## config.mk

```make
export PLATFORM = sky130hd
export DESIGN_NAME = emr_regs
export DESIGN_NICKNAME = d
export VERILOG_FILES = /design/src/hdl/emr_regs.v
export VERILOG_INCLUDE_DIRS = /design/src /design/src/hdl
export SDC_FILE = /design/constraint.sdc
export NUM_CORES = 1
export LEC_CHECK = 0
export ABC_AREA = 1
export BUFFER_PORTS_ARGS = -buffer_cell sky130_fd_sc_hd__clkbuf_2
export CORE_AREA = 2 2 159 161
export CTS_CLUSTER_SIZE = 12
export DETAILED_ROUTE_END_ITERATION = 16
export DIE_AREA = 0 0 161 163
export GPL_TIMING_DRIVEN = 0
export PLACE_DENSITY = 0.85
export SYNTH_ARGS = -nofsm -noshare
export SYNTH_HDL_FRONTEND = slang
export SYNTH_SLANG_ARGS = --single-unit
```

## constraint.sdc

```tcl
create_clock -name pclk -period 4 [get_ports pclk]
set_input_delay 0.2 -clock pclk [delete_from_list [all_inputs] [get_ports pclk]]
set_output_delay 0.2 -clock pclk [all_outputs]
set_load 0.05 [all_outputs]
```

## src/hdl/emr_map.vh

```
/*
  Register map, field positions, reset values and timing counts of the MAC
  interrupt, PHY management, pause and hash filter register bank.
  Assumes a 32-bit APB with byte addresses and word-aligned registers.
*/
`ifndef EMR_MAP_VH
`define EMR_MAP_VH

// ----------------------------------------------------------------------
// register offsets (byte addresses)
// ----------------------------------------------------------------------
`define EMR_OFF_IRQ_STATUS 8'h00
`define EMR_OFF_IRQ_CLEAR 8'h04
`define EMR_OFF_IRQ_ENABLE 8'h08
`define EMR_OFF_IRQ_DISABLE 8'h0C
`define EMR_OFF_IRQ_MASK 8'h10
`define EMR_OFF_PHY_MGMT 8'h14
`define EMR_OFF_HASH_LOW 8'h18
`define EMR_OFF_HASH_HIGH 8'h1C
`define EMR_OFF_MATCH1_LOW 8'h20
`define EMR_OFF_MGMT_BUSY 8'h24
`define EMR_OFF_PAUSE 8'h38

// ----------------------------------------------------------------------
// interrupt source bits
// ----------------------------------------------------------------------
`define EMR_IRQ_VALID 32'h00003CFF
`define EMR_BIT_MGMT_DONE 0
`define EMR_BIT_PAUSE_ZERO 13

// ----------------------------------------------------------------------
// management frame fields
// ----------------------------------------------------------------------
`define EMR_MGMT_SOF_HI 31
`define EMR_MGMT_SOF_LO 30
`define EMR_MGMT_OP_HI 29
`define EMR_MGMT_OP_LO 28
`define EMR_MGMT_DATA_HI 15
`define EMR_MGMT_SOF_OK 2'h1
`define EMR_MGMT_OP_READ 2'h2
`define EMR_MGMT_OP_WRITE 2'h1
`define EMR_MGMT_RD_RELEASE 7'h2E
`define EMR_MGMT_RD_SAMPLE 7'h30
`define EMR_MGMT_LAST_BIT 7'h3F

// ----------------------------------------------------------------------
// reset values and timing
// ----------------------------------------------------------------------
`define EMR_RST_ZERO 32'h00000000
`define EMR_RST_MASK 32'h00003CFF
`define EMR_PREAMBLE 32'hFFFFFFFF
`define EMR_PAUSE_QUANTUM_BITS 512
`define EMR_MDC_HALF_CYCLES 8'h28

`endif

```

## src/hdl/emr_regs.v

```verilog
/*
  APB register bank of an Ethernet MAC: interrupt status, enable, disable
  and mask, the PHY management frame engine, the pause time counter, the
  64-bit multicast hash filter and the first specific address bottom word.
  Assumes event pulses and bit_tick come from MAC logic on pclk; only the
  management data input comes from a pin and is synchronised here.
*/
// Added by the designer: the APB slave port and the register offsets.
`include "emr_map.vh"

module emr_regs (
    input wire pclk,
    input wire presetn,
    input wire psel,
    input wire penable,
    input wire pwrite,
    input wire [7:0] paddr,
    input wire [31:0] pwdata,
    output reg [31:0] prdata,
    output reg pready,
    output reg pslverr,
    input wire [13:0] mac_events,
    input wire pausing,
    input wire bit_tick,
    output reg irq,
    output reg [63:0] hash_filter,
    output reg [31:0] match_addr1,
    output reg mdc,
    output reg mdio_out,
    output reg mdio_oe,
    input wire mdio_in
);

    // ------------------------------------------------------------------
    // state and declarations
    // ------------------------------------------------------------------
    localparam ST_IDLE = 1'b0;
    localparam ST_SHIFT = 1'b1;

    reg [31:0] irq_status;
    reg [31:0] irq_mask_state;
    reg [31:0] phy_mgmt_frame;
    reg [15:0] pause_time;
    reg [8:0] quantum_cnt;
    reg mgmt_state;
    reg [63:0] mgmt_shift;
    reg [6:0] mgmt_bit;
    reg [7:0] mdc_div;
    reg [15:0] mgmt_capture;
    reg mgmt_is_read;
    reg mdio_meta;
    reg mdio_sync;
    reg mgmt_done_pulse;
    reg pause_zero_pulse;
    reg [31:0] next_status;
    reg [31:0] next_mask;
    reg [31:0] read_mux;
    reg read_hit;

    wire access = psel & penable & ~pready;
    wire wr = access & pwrite;
    wire wr_mgmt = wr && (paddr == `EMR_OFF_PHY_MGMT);
    wire [1:0] wr_sof = pwdata[`EMR_MGMT_SOF_HI:`EMR_MGMT_SOF_LO];
    wire [1:0] wr_op = pwdata[`EMR_MGMT_OP_HI:`EMR_MGMT_OP_LO];
    // invalid frames (bad start or op code) are stored but never sent
    wire op_valid = (wr_op == `EMR_MGMT_OP_READ) || (wr_op == `EMR_MGMT_OP_WRITE);
    wire frame_go = wr_mgmt && (mgmt_state == ST_IDLE) && op_valid &&
        (wr_sof == `EMR_MGMT_SOF_OK);
    // the divider is fixed: a different pclk needs a new half-period count
    wire mdc_edge = (mdc_div == `EMR_MDC_HALF_CYCLES);
    // the quantum is a plain integer, so cut the end count to the counter width
    wire [31:0] quantum_full = `EMR_PAUSE_QUANTUM_BITS - 1;
    wire [8:0] quantum_last = quantum_full[8:0];

    // ------------------------------------------------------------------
    // interrupt status and mask
    // ------------------------------------------------------------------
    // enable and disable only reach valid bits; reserved mask bits stay clear
    always @* begin
        next_status = irq_status;
        next_mask = irq_mask_state;
        if (wr && paddr == `EMR_OFF_IRQ_CLEAR) begin
            next_status = irq_status & ~pwdata;
        end
        if (wr && paddr == `EMR_OFF_IRQ_ENABLE) begin
            next_mask = irq_mask_state & ~(pwdata & `EMR_IRQ_VALID);
        end
        if (wr && paddr == `EMR_OFF_IRQ_DISABLE) begin
            next_mask = irq_mask_state | (pwdata & `EMR_IRQ_VALID);
        end
        // a new event wins over a clear in the same cycle
        next_status = next_status | ({18'h00000, mac_events} & `EMR_IRQ_VALID);
        if (mgmt_done_pulse) begin
            next_status[`EMR_BIT_MGMT_DONE] = 1'b1;
        end
        if (pause_zero_pulse) begin
            next_status[`EMR_BIT_PAUSE_ZERO] = 1'b1;
        end
    end

    always @(posedge pclk or negedge presetn) begin
        if (!presetn) begin
            irq_status <= `EMR_RST_ZERO;
            irq_mask_state <= `EMR_RST_MASK;
            irq <= 1'b0;
        end else begin
            irq_status <= next_status;
            irq_mask_state <= next_mask;
            // tx_buffers_exhausted (bit 6) is gated like every source
            irq <= |(next_status & ~next_mask);
        end
    end

    // ------------------------------------------------------------------
    // apb slave: one wait state so every answer comes from a flip-flop
    // ------------------------------------------------------------------
    always @* begin
        read_hit = 1'b1;
        read_mux = `EMR_RST_ZERO;
        case (paddr)
            `EMR_OFF_IRQ_STATUS: read_mux = irq_status;
            `EMR_OFF_IRQ_MASK: read_mux = irq_mask_state;
            `EMR_OFF_PHY_MGMT: read_mux = phy_mgmt_frame;
            `EMR_OFF_PAUSE: read_mux = {16'h0000, pause_time};
            `EMR_OFF_HASH_LOW: read_mux = hash_filter[31:0];
            `EMR_OFF_HASH_HIGH: read_mux = hash_filter[63:32];
            `EMR_OFF_MATCH1_LOW: read_mux = match_addr1;
            `EMR_OFF_MGMT_BUSY: read_mux = {31'h00000000, mgmt_state};
            // write-only registers read as zero
            `EMR_OFF_IRQ_CLEAR: read_mux = `EMR_RST_ZERO;
            `EMR_OFF_IRQ_ENABLE: read_mux = `EMR_RST_ZERO;
            `EMR_OFF_IRQ_DISABLE: read_mux = `EMR_RST_ZERO;
            default: read_hit = 1'b0;
        endcase
    end

    always @(posedge pclk or negedge presetn) begin
        if (!presetn) begin
            pready <= 1'b0;
            pslverr <= 1'b0;
            prdata <= `EMR_RST_ZERO;
        end else begin
            // one wait state: pready is a pulse, never held
            pready <= access;
            pslverr <= access & ~read_hit;
            // prdata keeps the last read between transfers
            if (access && !pwrite) begin
                prdata <= read_mux;
            end
        end
    end

    // ------------------------------------------------------------------
    // hash filter and specific address
    // ------------------------------------------------------------------
    always @(posedge pclk or negedge presetn) begin
        if (!presetn) begin
            hash_filter <= {`EMR_RST_ZERO, `EMR_RST_ZERO};
            match_addr1 <= `EMR_RST_ZERO;
        end else begin
            if (wr && paddr == `EMR_OFF_HASH_LOW) begin
                hash_filter[31:0] <= pwdata;
            end
            if (wr && paddr == `EMR_OFF_HASH_HIGH) begin
                hash_filter[63:32] <= pwdata;
            end
            if (wr && paddr == `EMR_OFF_MATCH1_LOW) begin
                // bit 0 faces the first received byte's multicast bit
                match_addr1 <= pwdata;
            end
        end
    end

    // ------------------------------------------------------------------
    // pause time counter
    // ------------------------------------------------------------------
    always @(posedge pclk or negedge presetn) begin
        if (!presetn) begin
            pause_time <= 16'h0000;
            quantum_cnt <= 9'h000;
            pause_zero_pulse <= 1'b0;
        end else begin
            pause_zero_pulse <= 1'b0;
            // a reload restarts the quantum so the new count gets full bit times
            if (wr && paddr == `EMR_OFF_PAUSE) begin
                pause_time <= pwdata[15:0];
                quantum_cnt <= 9'h000;
            end else if (pausing && bit_tick && pause_time != 16'h0000) begin
                if (quantum_cnt == quantum_last) begin
                    quantum_cnt <= 9'h000;
                    pause_time <= pause_time - 16'h0001;
                    if (pause_time == 16'h0001) begin
                        pause_zero_pulse <= 1'b1;
                    end
                end else begin
                    quantum_cnt <= quantum_cnt + 9'h001;
                end
            end
        end
    end

    // ------------------------------------------------------------------
    // management frame engine
    // ------------------------------------------------------------------
    // the data pin is only looked at through the second stage
    always @(posedge pclk or negedge presetn) begin
        if (!presetn) begin
            mdio_meta <= 1'b0;
            mdio_sync <= 1'b0;
        end else begin
            mdio_meta <= mdio_in;
            mdio_sync <= mdio_meta;
        end
    end

    always @(posedge pclk or negedge presetn) begin
        if (!presetn) begin
            mgmt_state <= ST_IDLE;
            phy_mgmt_frame <= `EMR_RST_ZERO;
            mgmt_shift <= {`EMR_RST_ZERO, `EMR_RST_ZERO};
            mgmt_bit <= 7'h00;
            mdc_div <= 8'h00;
            mgmt_capture <= 16'h0000;
            mgmt_is_read <= 1'b0;
            mgmt_done_pulse <= 1'b0;
            mdc <= 1'b0;
            mdio_out <= 1'b0;
            mdio_oe <= 1'b0;
        end else begin
            mgmt_done_pulse <= 1'b0;
            case (mgmt_state)
                ST_IDLE: begin
                    mdc <= 1'b0;
                    mdio_oe <= 1'b0;
                    mdc_div <= 8'h00;
                    // a write while a frame runs is dropped to keep it intact
                    if (wr_mgmt) begin
                        phy_mgmt_frame <= pwdata;
                    end
                    if (frame_go) begin
                        // sof, op, phy_address, register select, code, data
                        mgmt_shift <= {`EMR_PREAMBLE, pwdata};
                        mgmt_is_read <= (wr_op == `EMR_MGMT_OP_READ);
                        mgmt_bit <= 7'h00;
                        mdio_out <= 1'b1;
                        mdio_oe <= 1'b1;
                        mgmt_state <= ST_SHIFT;
                    end
                end
                ST_SHIFT: begin
                    mdc_div <= mdc_edge ? 8'h00 : mdc_div + 8'h01;
                    if (mdc_edge) begin
                        mdc <= ~mdc;
                        if (!mdc) begin
                            // rising edge of the clock: sample the read data the PHY drove on the fall
                            // the synchroniser adds two cycles, far inside a half period
                            if (mgmt_is_read && mgmt_bit >= `EMR_MGMT_RD_SAMPLE) begin
                                mgmt_capture <= {mgmt_capture[14:0], mdio_sync};
                            end
                        end else if (mgmt_bit == `EMR_MGMT_LAST_BIT) begin
                            mgmt_state <= ST_IDLE;
                            mdio_oe <= 1'b0;
                            mgmt_done_pulse <= 1'b1;
                            if (mgmt_is_read) begin
                                phy_mgmt_frame[`EMR_MGMT_DATA_HI:0] <= mgmt_capture;
                            end
                        end else begin
                            mgmt_shift <= {mgmt_shift[62:0], 1'b0};
                            mgmt_bit <= mgmt_bit + 7'h01;
                            mdio_out <= mgmt_shift[62];
                            // release the line for turnaround and read data
                            if (mgmt_is_read && mgmt_bit + 7'h01 >= `EMR_MGMT_RD_RELEASE) begin
                                mdio_oe <= 1'b0;
                            end
                        end
                    end
                end
                default: mgmt_state <= ST_IDLE;
            endcase
        end
    end

endmodule

```

## Word-level counts from Yosys, hierarchy flattened

Cells that the tools add are included.
W data, S select, Z words.

| storage, ports and cells | value |
|---|---|
| output and inout bits | 134 |
| word-level logic and storage cells | 160 |
| input bits | 62 |
| register bits | 355 |

| operators by class | value |
|---|---|
| bitwise logic cells | 16 |
| equality and inequality tests | 25 |
| multiplexer cells | 56 |
| $add $sub $neg | 4 |
| $lt $le $gt $ge | 2 |
| reductions and logical operators | 31 |

Operators with widths:

| cell | count |
|---|---|
| $pmux W32 S8 | 1 |
| $mux W63 | 4 |
| $mux W16 | 8 |
| $pmux W63 S2 | 1 |
| $and A32 B32 Y32 | 3 |
| $mux W32 | 3 |
| $not A32 Y32 | 2 |
| $or A32 B14 Y32 | 2 |
| $eq A8 B5 Y1 const B | 4 |
| $eq A8 B6 Y1 const B | 4 |
| $not A14 Y32 | 1 |
| $pmux W16 S2 | 1 |
| $reduce_or A32 Y1 | 1 |
| $mux W7 | 4 |
| $mux W9 | 3 |
| $mux W1 | 24 |
| $eq A16 B1 Y1 const B | 1 |
| $eq A8 B4 Y1 const B | 2 |
| $logic_and A1 B1 Y1 | 16 |
| $pmux W8 S2 | 1 |
| $reduce_bool A16 Y1 | 1 |
| $sub A16 B1 Y16 const B | 1 |
| $ge A7 B6 Y1 const B | 2 |
| $pmux W7 S2 | 1 |
| 24 further kinds | 43 |

## Longest topological paths before layout

| depth | value |
|---|---|
| word-level depth | 9 |
| mapped depth | 14 |

## Worst setup path before layout

OpenSTA, ideal clock, no wires.

| timing | value |
|---|---|
| kind | register -> register |
| start point | register pready |
| end point | register mdio_out |
| setup slack | 1.919 ns |
| period minus slack after synthesis | 2.081 ns |
| arrival | 1.961 ns |
| stages on the path, launching flop included | 13 |
| data required time | 3.880 ns |
| cell sequence | dfrtp_1 > inv_1 > nand3_1 > nor2_2 > nand3_4 > nor2_2 > nand3_2 > o21ai_2 > nand2_2 > buf_6 > buf_6 > nand2_1 > o21ai_2 |

| between the ends | value |
|---|---|
| word-level cells in the longest chain between the ends | 9 |

Ends and longest elaborated chain:

| element | RTL line | RTL |
|---|---|---|
| from (decl) | emr_regs.v:20 | `output reg pready,` |
| from (signal assigned) | emr_regs.v:144 | `pready <= access;` |
| $not A1 Y1 | emr_regs.v:60 | `wire access = psel & penable & ~pready;` |
| $and A1 B1 Y1 | emr_regs.v:60 |  |
| $and A1 B1 Y1 | emr_regs.v:61 | `wire wr = access & pwrite;` |
| $logic_and A1 B1 Y1 | emr_regs.v:62 | `` wire wr_mgmt = wr && (paddr == `EMR_OFF_PHY_MGMT); `` |
| $logic_and A1 B1 Y1 (3 in a row) | emr_regs.v:67 | `wire frame_go = wr_mgmt && (mgmt_state == ST_IDLE) && op_valid &&` |
| $ne A2 B2 Y1 (no source line) | n/a |  |
| $reduce_and A4 Y1 (no source line) | n/a |  |
| to (signal assigned) | emr_regs.v:270 | `mdio_out <= mgmt_shift[62];` |
| to (decl) | emr_regs.v:29 | `output reg mdio_out,` |

No other way between the ends.
A chain may end at the register's enable or synchronous reset.

## Worst setup path after layout

| timing | value |
|---|---|
| start point | register pready |
| end point | register irq |

| between the ends | value |
|---|---|
| word-level cells in the longest chain between the ends | 9 |
| elaborated cells between the ends (all ways) | 15 |
| classes of those cells | mux (5); bitwise (6); reduce/logical (4) |

Ends and longest elaborated chain:

| element | RTL line | RTL |
|---|---|---|
| $not A1 Y1 * | emr_regs.v:60 |  |
| $and A1 B1 Y1 * | emr_regs.v:60 |  |
| $and A1 B1 Y1 * | emr_regs.v:61 |  |
| $logic_and A1 B1 Y1 (no source line) | n/a |  |
| $mux W32 (on tied branches) | emr_regs.v:82, emr_regs.v:85 |  |
| $or A32 B14 Y32 / $mux W32 (equally long branches) | emr_regs.v:92, emr_regs.v:88 |  |
| $mux W1, or another cell as far along | emr_regs.v:93 | `if (mgmt_done_pulse) begin` |
| $and A32 B32 Y32 * | emr_regs.v:110 | `irq <= \|(next_status & ~next_mask);` |
| $reduce_or A32 Y1 * | emr_regs.v:110 |  |
| to (signal assigned) | emr_regs.v:110 |  |
| to (decl) | emr_regs.v:25 | `output reg irq,` |

Every way passes the cells marked *; elsewhere a longest branch is shown, timed or not.

==> impl_metrics.py <==
metrics = {
    "run_status": {
        "status": "finished clean",
    },
    "cts": {
        "cts_setup_buffers": 0,
        "cts_num_sinks": 335,
        "cts_repair_resize_count": 0,
        "cts-buffers-inserted": 36,
        "clk_root_buffer_cell": "clkbuf_16",
        "worst_setup_hold_path_clk_slew_ns": 0.06,
        "clockBufferDepth": 3,
        "total_number_of_h_tree_levels": 2,
        "clock_insertion_delay_worst_skew_ns": 0.52,
        "tritoncts_clock_tree": "built",
    },
    "final_layout": {
        "antenna_cells_inserted": 0,
        "ratio_of_cells_with_drive_above_1_in_the_final_layout": 0.164,
        "stdcell_count": 2406,
        "finish.net_count": 2125,
        "design_area_um2": 18000,
        "area_delta_synth_final_pct": 18.0,
        "layout.core_utilization": 0.730,
    },
    "worst_setup_path": {
        "kind_of_critical_path": "reg2reg",
        "critical_path.max_stage_delay_ns": 0.61,
        "regToRegEndpoint": "irq",
        "setup.worst_path.start_class": "flop",
        "worst-path-max-fanout": 10,
        "cp_data_arrival_time_ns": 3.25,
        "regToRegSetupSlack_ns": 1.10,
        "r2r-start": "pready",
        "critical_path.endpoint_type": "flop",
        "worst-r2r-cell-count": 11,
        "timing.critical_path.from": "pready",
        "timing.critical_path.cells": "inv_1 > nand3_1 > nor2_2 > nand2_1 > clkbuf_1 > o21ai_0 > nand2_1 > nor2_1 > nand3_1 > nor2_1 > nand3_1",
        "critical-path-top-cell-by-count": "nand3_1",
        "critPathSlowestCell": "nor2_2",
        "critPathRequiredTime_ns": 4.35,
    },
    "logic_synthesis": {
        "ys_seq_elements": 335,
        "synth_instances": 1798,
        "synth_most_common_cell": "nand2_1",
        "synth_top_cells_by_count": "503 x nand2_1, 323 x dfrtp_1, 245 x o21ai_0",
        "synth_edf_count": 0,
        "synth_fp_nets": 1870,
        "ys.flop_type": "dfrtp_1",
        "post_synth.cell_area_avg_um2": 8.48,
        "synth_cell_area_um2": 15300,
        "synthDominantCellAreaShare": 0.530,
        "synthDistinctLibCells": 43,
        "synth_warnings": 0,
        "ys_top_cells_by_area": "dfrtp_1 53%, nand2_1 12%, o21ai_0 8.0%, inv_1 3.7%, nor2_1 3.2%",
        "synth.yosys.seq_area_share": 0.551,
        "ys_async_sr_fraction": 1.00,
        "synth_area_leader_cell": "dfrtp_1",
    },
    "power": {
        "seqPwrFrac": 0.500,
        "switching_share": 0.239,
        "share_comb_of_total_power": 0.053,
        "leakagePower_nw": 8.98,
        "power.density_nw_per_um2": 386,
        "ir_worst_vdd_uv": 314,
        "switching_power_mw": 1.66,
        "power.clock.fraction": 0.447,
        "intPower_mw": 5.29,
        "total_design_power_mw": 6.95,
    },
    "place": {
        "placed_area_um2": 16700,
        "dp.final_hpwl_um": 33400,
        "place_worst_setup_slack_ns": 1.28,
        "gp_congestion": 0.984,
        "numPlacedInstances": 2324,
        "io_buffers": 193,
    },
    "sta": {
        "final.period_utilization": 0.725,
        "timing.final.crit_period_ns": 2.90,
        "max-slew-margin-rel": 0.303,
        "upper_clock_frequency_limit_mhz": 345,
        "hold_viol": 0,
        "slew_worst_pin_ns": 1.04,
        "maxSlewViolCount": 0,
        "worst_clock_skew_ns": 0.0174,
        "grt_setup_unrepaired": "no",
        "hold-worst-slack_ns": 0.0112,
        "finalSetupViolCount": 0,
        "fin_ws_ns": 1.10,
        "setup_tns_ns": 0,
    },
    "detailed_routing": {
        "via_density_per_instance": 5.98,
        "routed_wire_per_std_cell_um": 19.8,
        "detailedRoute.firstPassIterationCount": 6,
        "drt-initial-drc-count": 1781,
        "total_wirelength_um": 47800,
        "vias": 14400,
        "route.antenna.remaining_nets": 0,
        "remaining_routing_drc_violations": 0,
    },
    "floorplanning": {
        "initial_utilization": 0.618,
        "placeableCoreArea_um2": 24700,
        "die-width_um": 161,
        "rows": 58,
        "dieHeight_um": 163,
        "boundaryPins": 196,
        "die_area_um2": 26200,
    },
    "worst_hold_path": {
        "min-delay-path-class": "in2reg",
        "min_path_cells": 3,
        "hold_end": "pready",
        "hold_path.startpoint": "psel",
    },
    "global_route": {
        "globalRoute.totalOverflow": 0,
        "pin_count_of_the_biggest_net_entering_global_routing": 120,
        "grt_antenna_before_repair": 0,
        "grt_pass1_wl_um": 74400,
        "grt_pass1_vias": 13700,
        "grt_util_all_layers": 0.367,
    },
    "job": {
        "cap_violations": 0,
    },
}
-- cells by family (layout without fill, tap and decap cells) --
family	count (synthesis)	count (layout)	share of synthesized area
buf+inv	245	523	0.0670
compound gates	440	440	0.159
fa+ha+maj	10	10	0.00820
simple gates	743	743	0.198
flops	335	335	0.551
mux	17	17	0.0125
xor+xnor	8	8	0.00459
-- cell usage in the layout, fill, tap and decap left out, types with 16 or more instances in the layout --
cell type	n
o21ai_0	245
clkbuf_16	36
a21oi_1	72
nor3_1	16
clkbuf_2	192
mux2_2	17
o21ai_1	56
clkbuf_1	71
o21ai_2	22
nand3_1	61
dlygate4sd3_1	21
dfrtp_1	323
nand2_1	503
inv_1	152
a22o_1	20
nor2_1	129
-- final cells by class --
class,count,area [um2]
Sequential cell,335,8400
Fill cell,1826,6670
Multi-Input combinational cell,1218,5830
Timing Repair Buffer,217,1270
Clock buffer,53,1010
Inverter,156,586
Buffer,89,437
Tap cell,330,413
Clock inverter,8,57.6
-- worst max-delay path by stage --
stage	endpoint	cells after the start	slack [ns]
after global routing	irq	11	1.07
after detailed placement	irq	11	1.28
after CTS	irq	11	1.27
final	irq	11	1.10
after floorplan	mdio_out	12	1.92
after global placement	mgmt_shift[54]	1	-4.24
-- state kept, by name, indices dropped and copies added, names as in the netlist --
name / count
mdc: 1
quantum_cnt: 9
mdc_div: 8
mdio_oe: 1
mgmt_bit: 7
irq_mask_state: 12
hash_filter: 64
match_addr1: 32
irq: 1
mgmt_state: 1
pready: 1
pause_zero_pulse: 1
mgmt_done_pulse: 1
mdio_sync: 1
irq_status: 32
mgmt_shift: 63
phy_mgmt_frame: 32
mgmt_capture: 16
pslverr: 1
mdio_out: 1
mgmt_is_read: 1
prdata: 32
mdio_meta: 1
pause_time: 16
-- power by group through the flow --
stage / Sequential, mW / Clock (mW) / Combinational (mW)
global route: 3.48 / 3.26 / 0.407
CTS: 3.47 / 3.10 / 0.368
floorplan: 3.58 / 0 / 0.107
global placement: 3.53 / 0 / 0.330
detailed placement: 3.53 / 0 / 0.350
finish: 3.47 / 3.10 / 0.372
-- repair_timing --
action	CTS	global route
endpoints found under the setup margin	0	0
endpoints found under the hold margin	230	0
hold buffers	21	0
-- layer usage --
metal	track usage	routed length [um]
met5	0	0
met3	0.0749	5200
met1	0.501	18700
met4	0.163	2230
met2	0.575	21600
-- critical path, delay by kind of cell (launching register included) --
kind / cells / cell delay [ns]
and+or+nand+nor: 8 / 1.68
DFF: 1 / 0.37
buffers and inverters: 2 / 0.35
AOI/OAI and AO/OA: 1 / 0.30
Note: power is estimated with default switching activity, not from simulation.
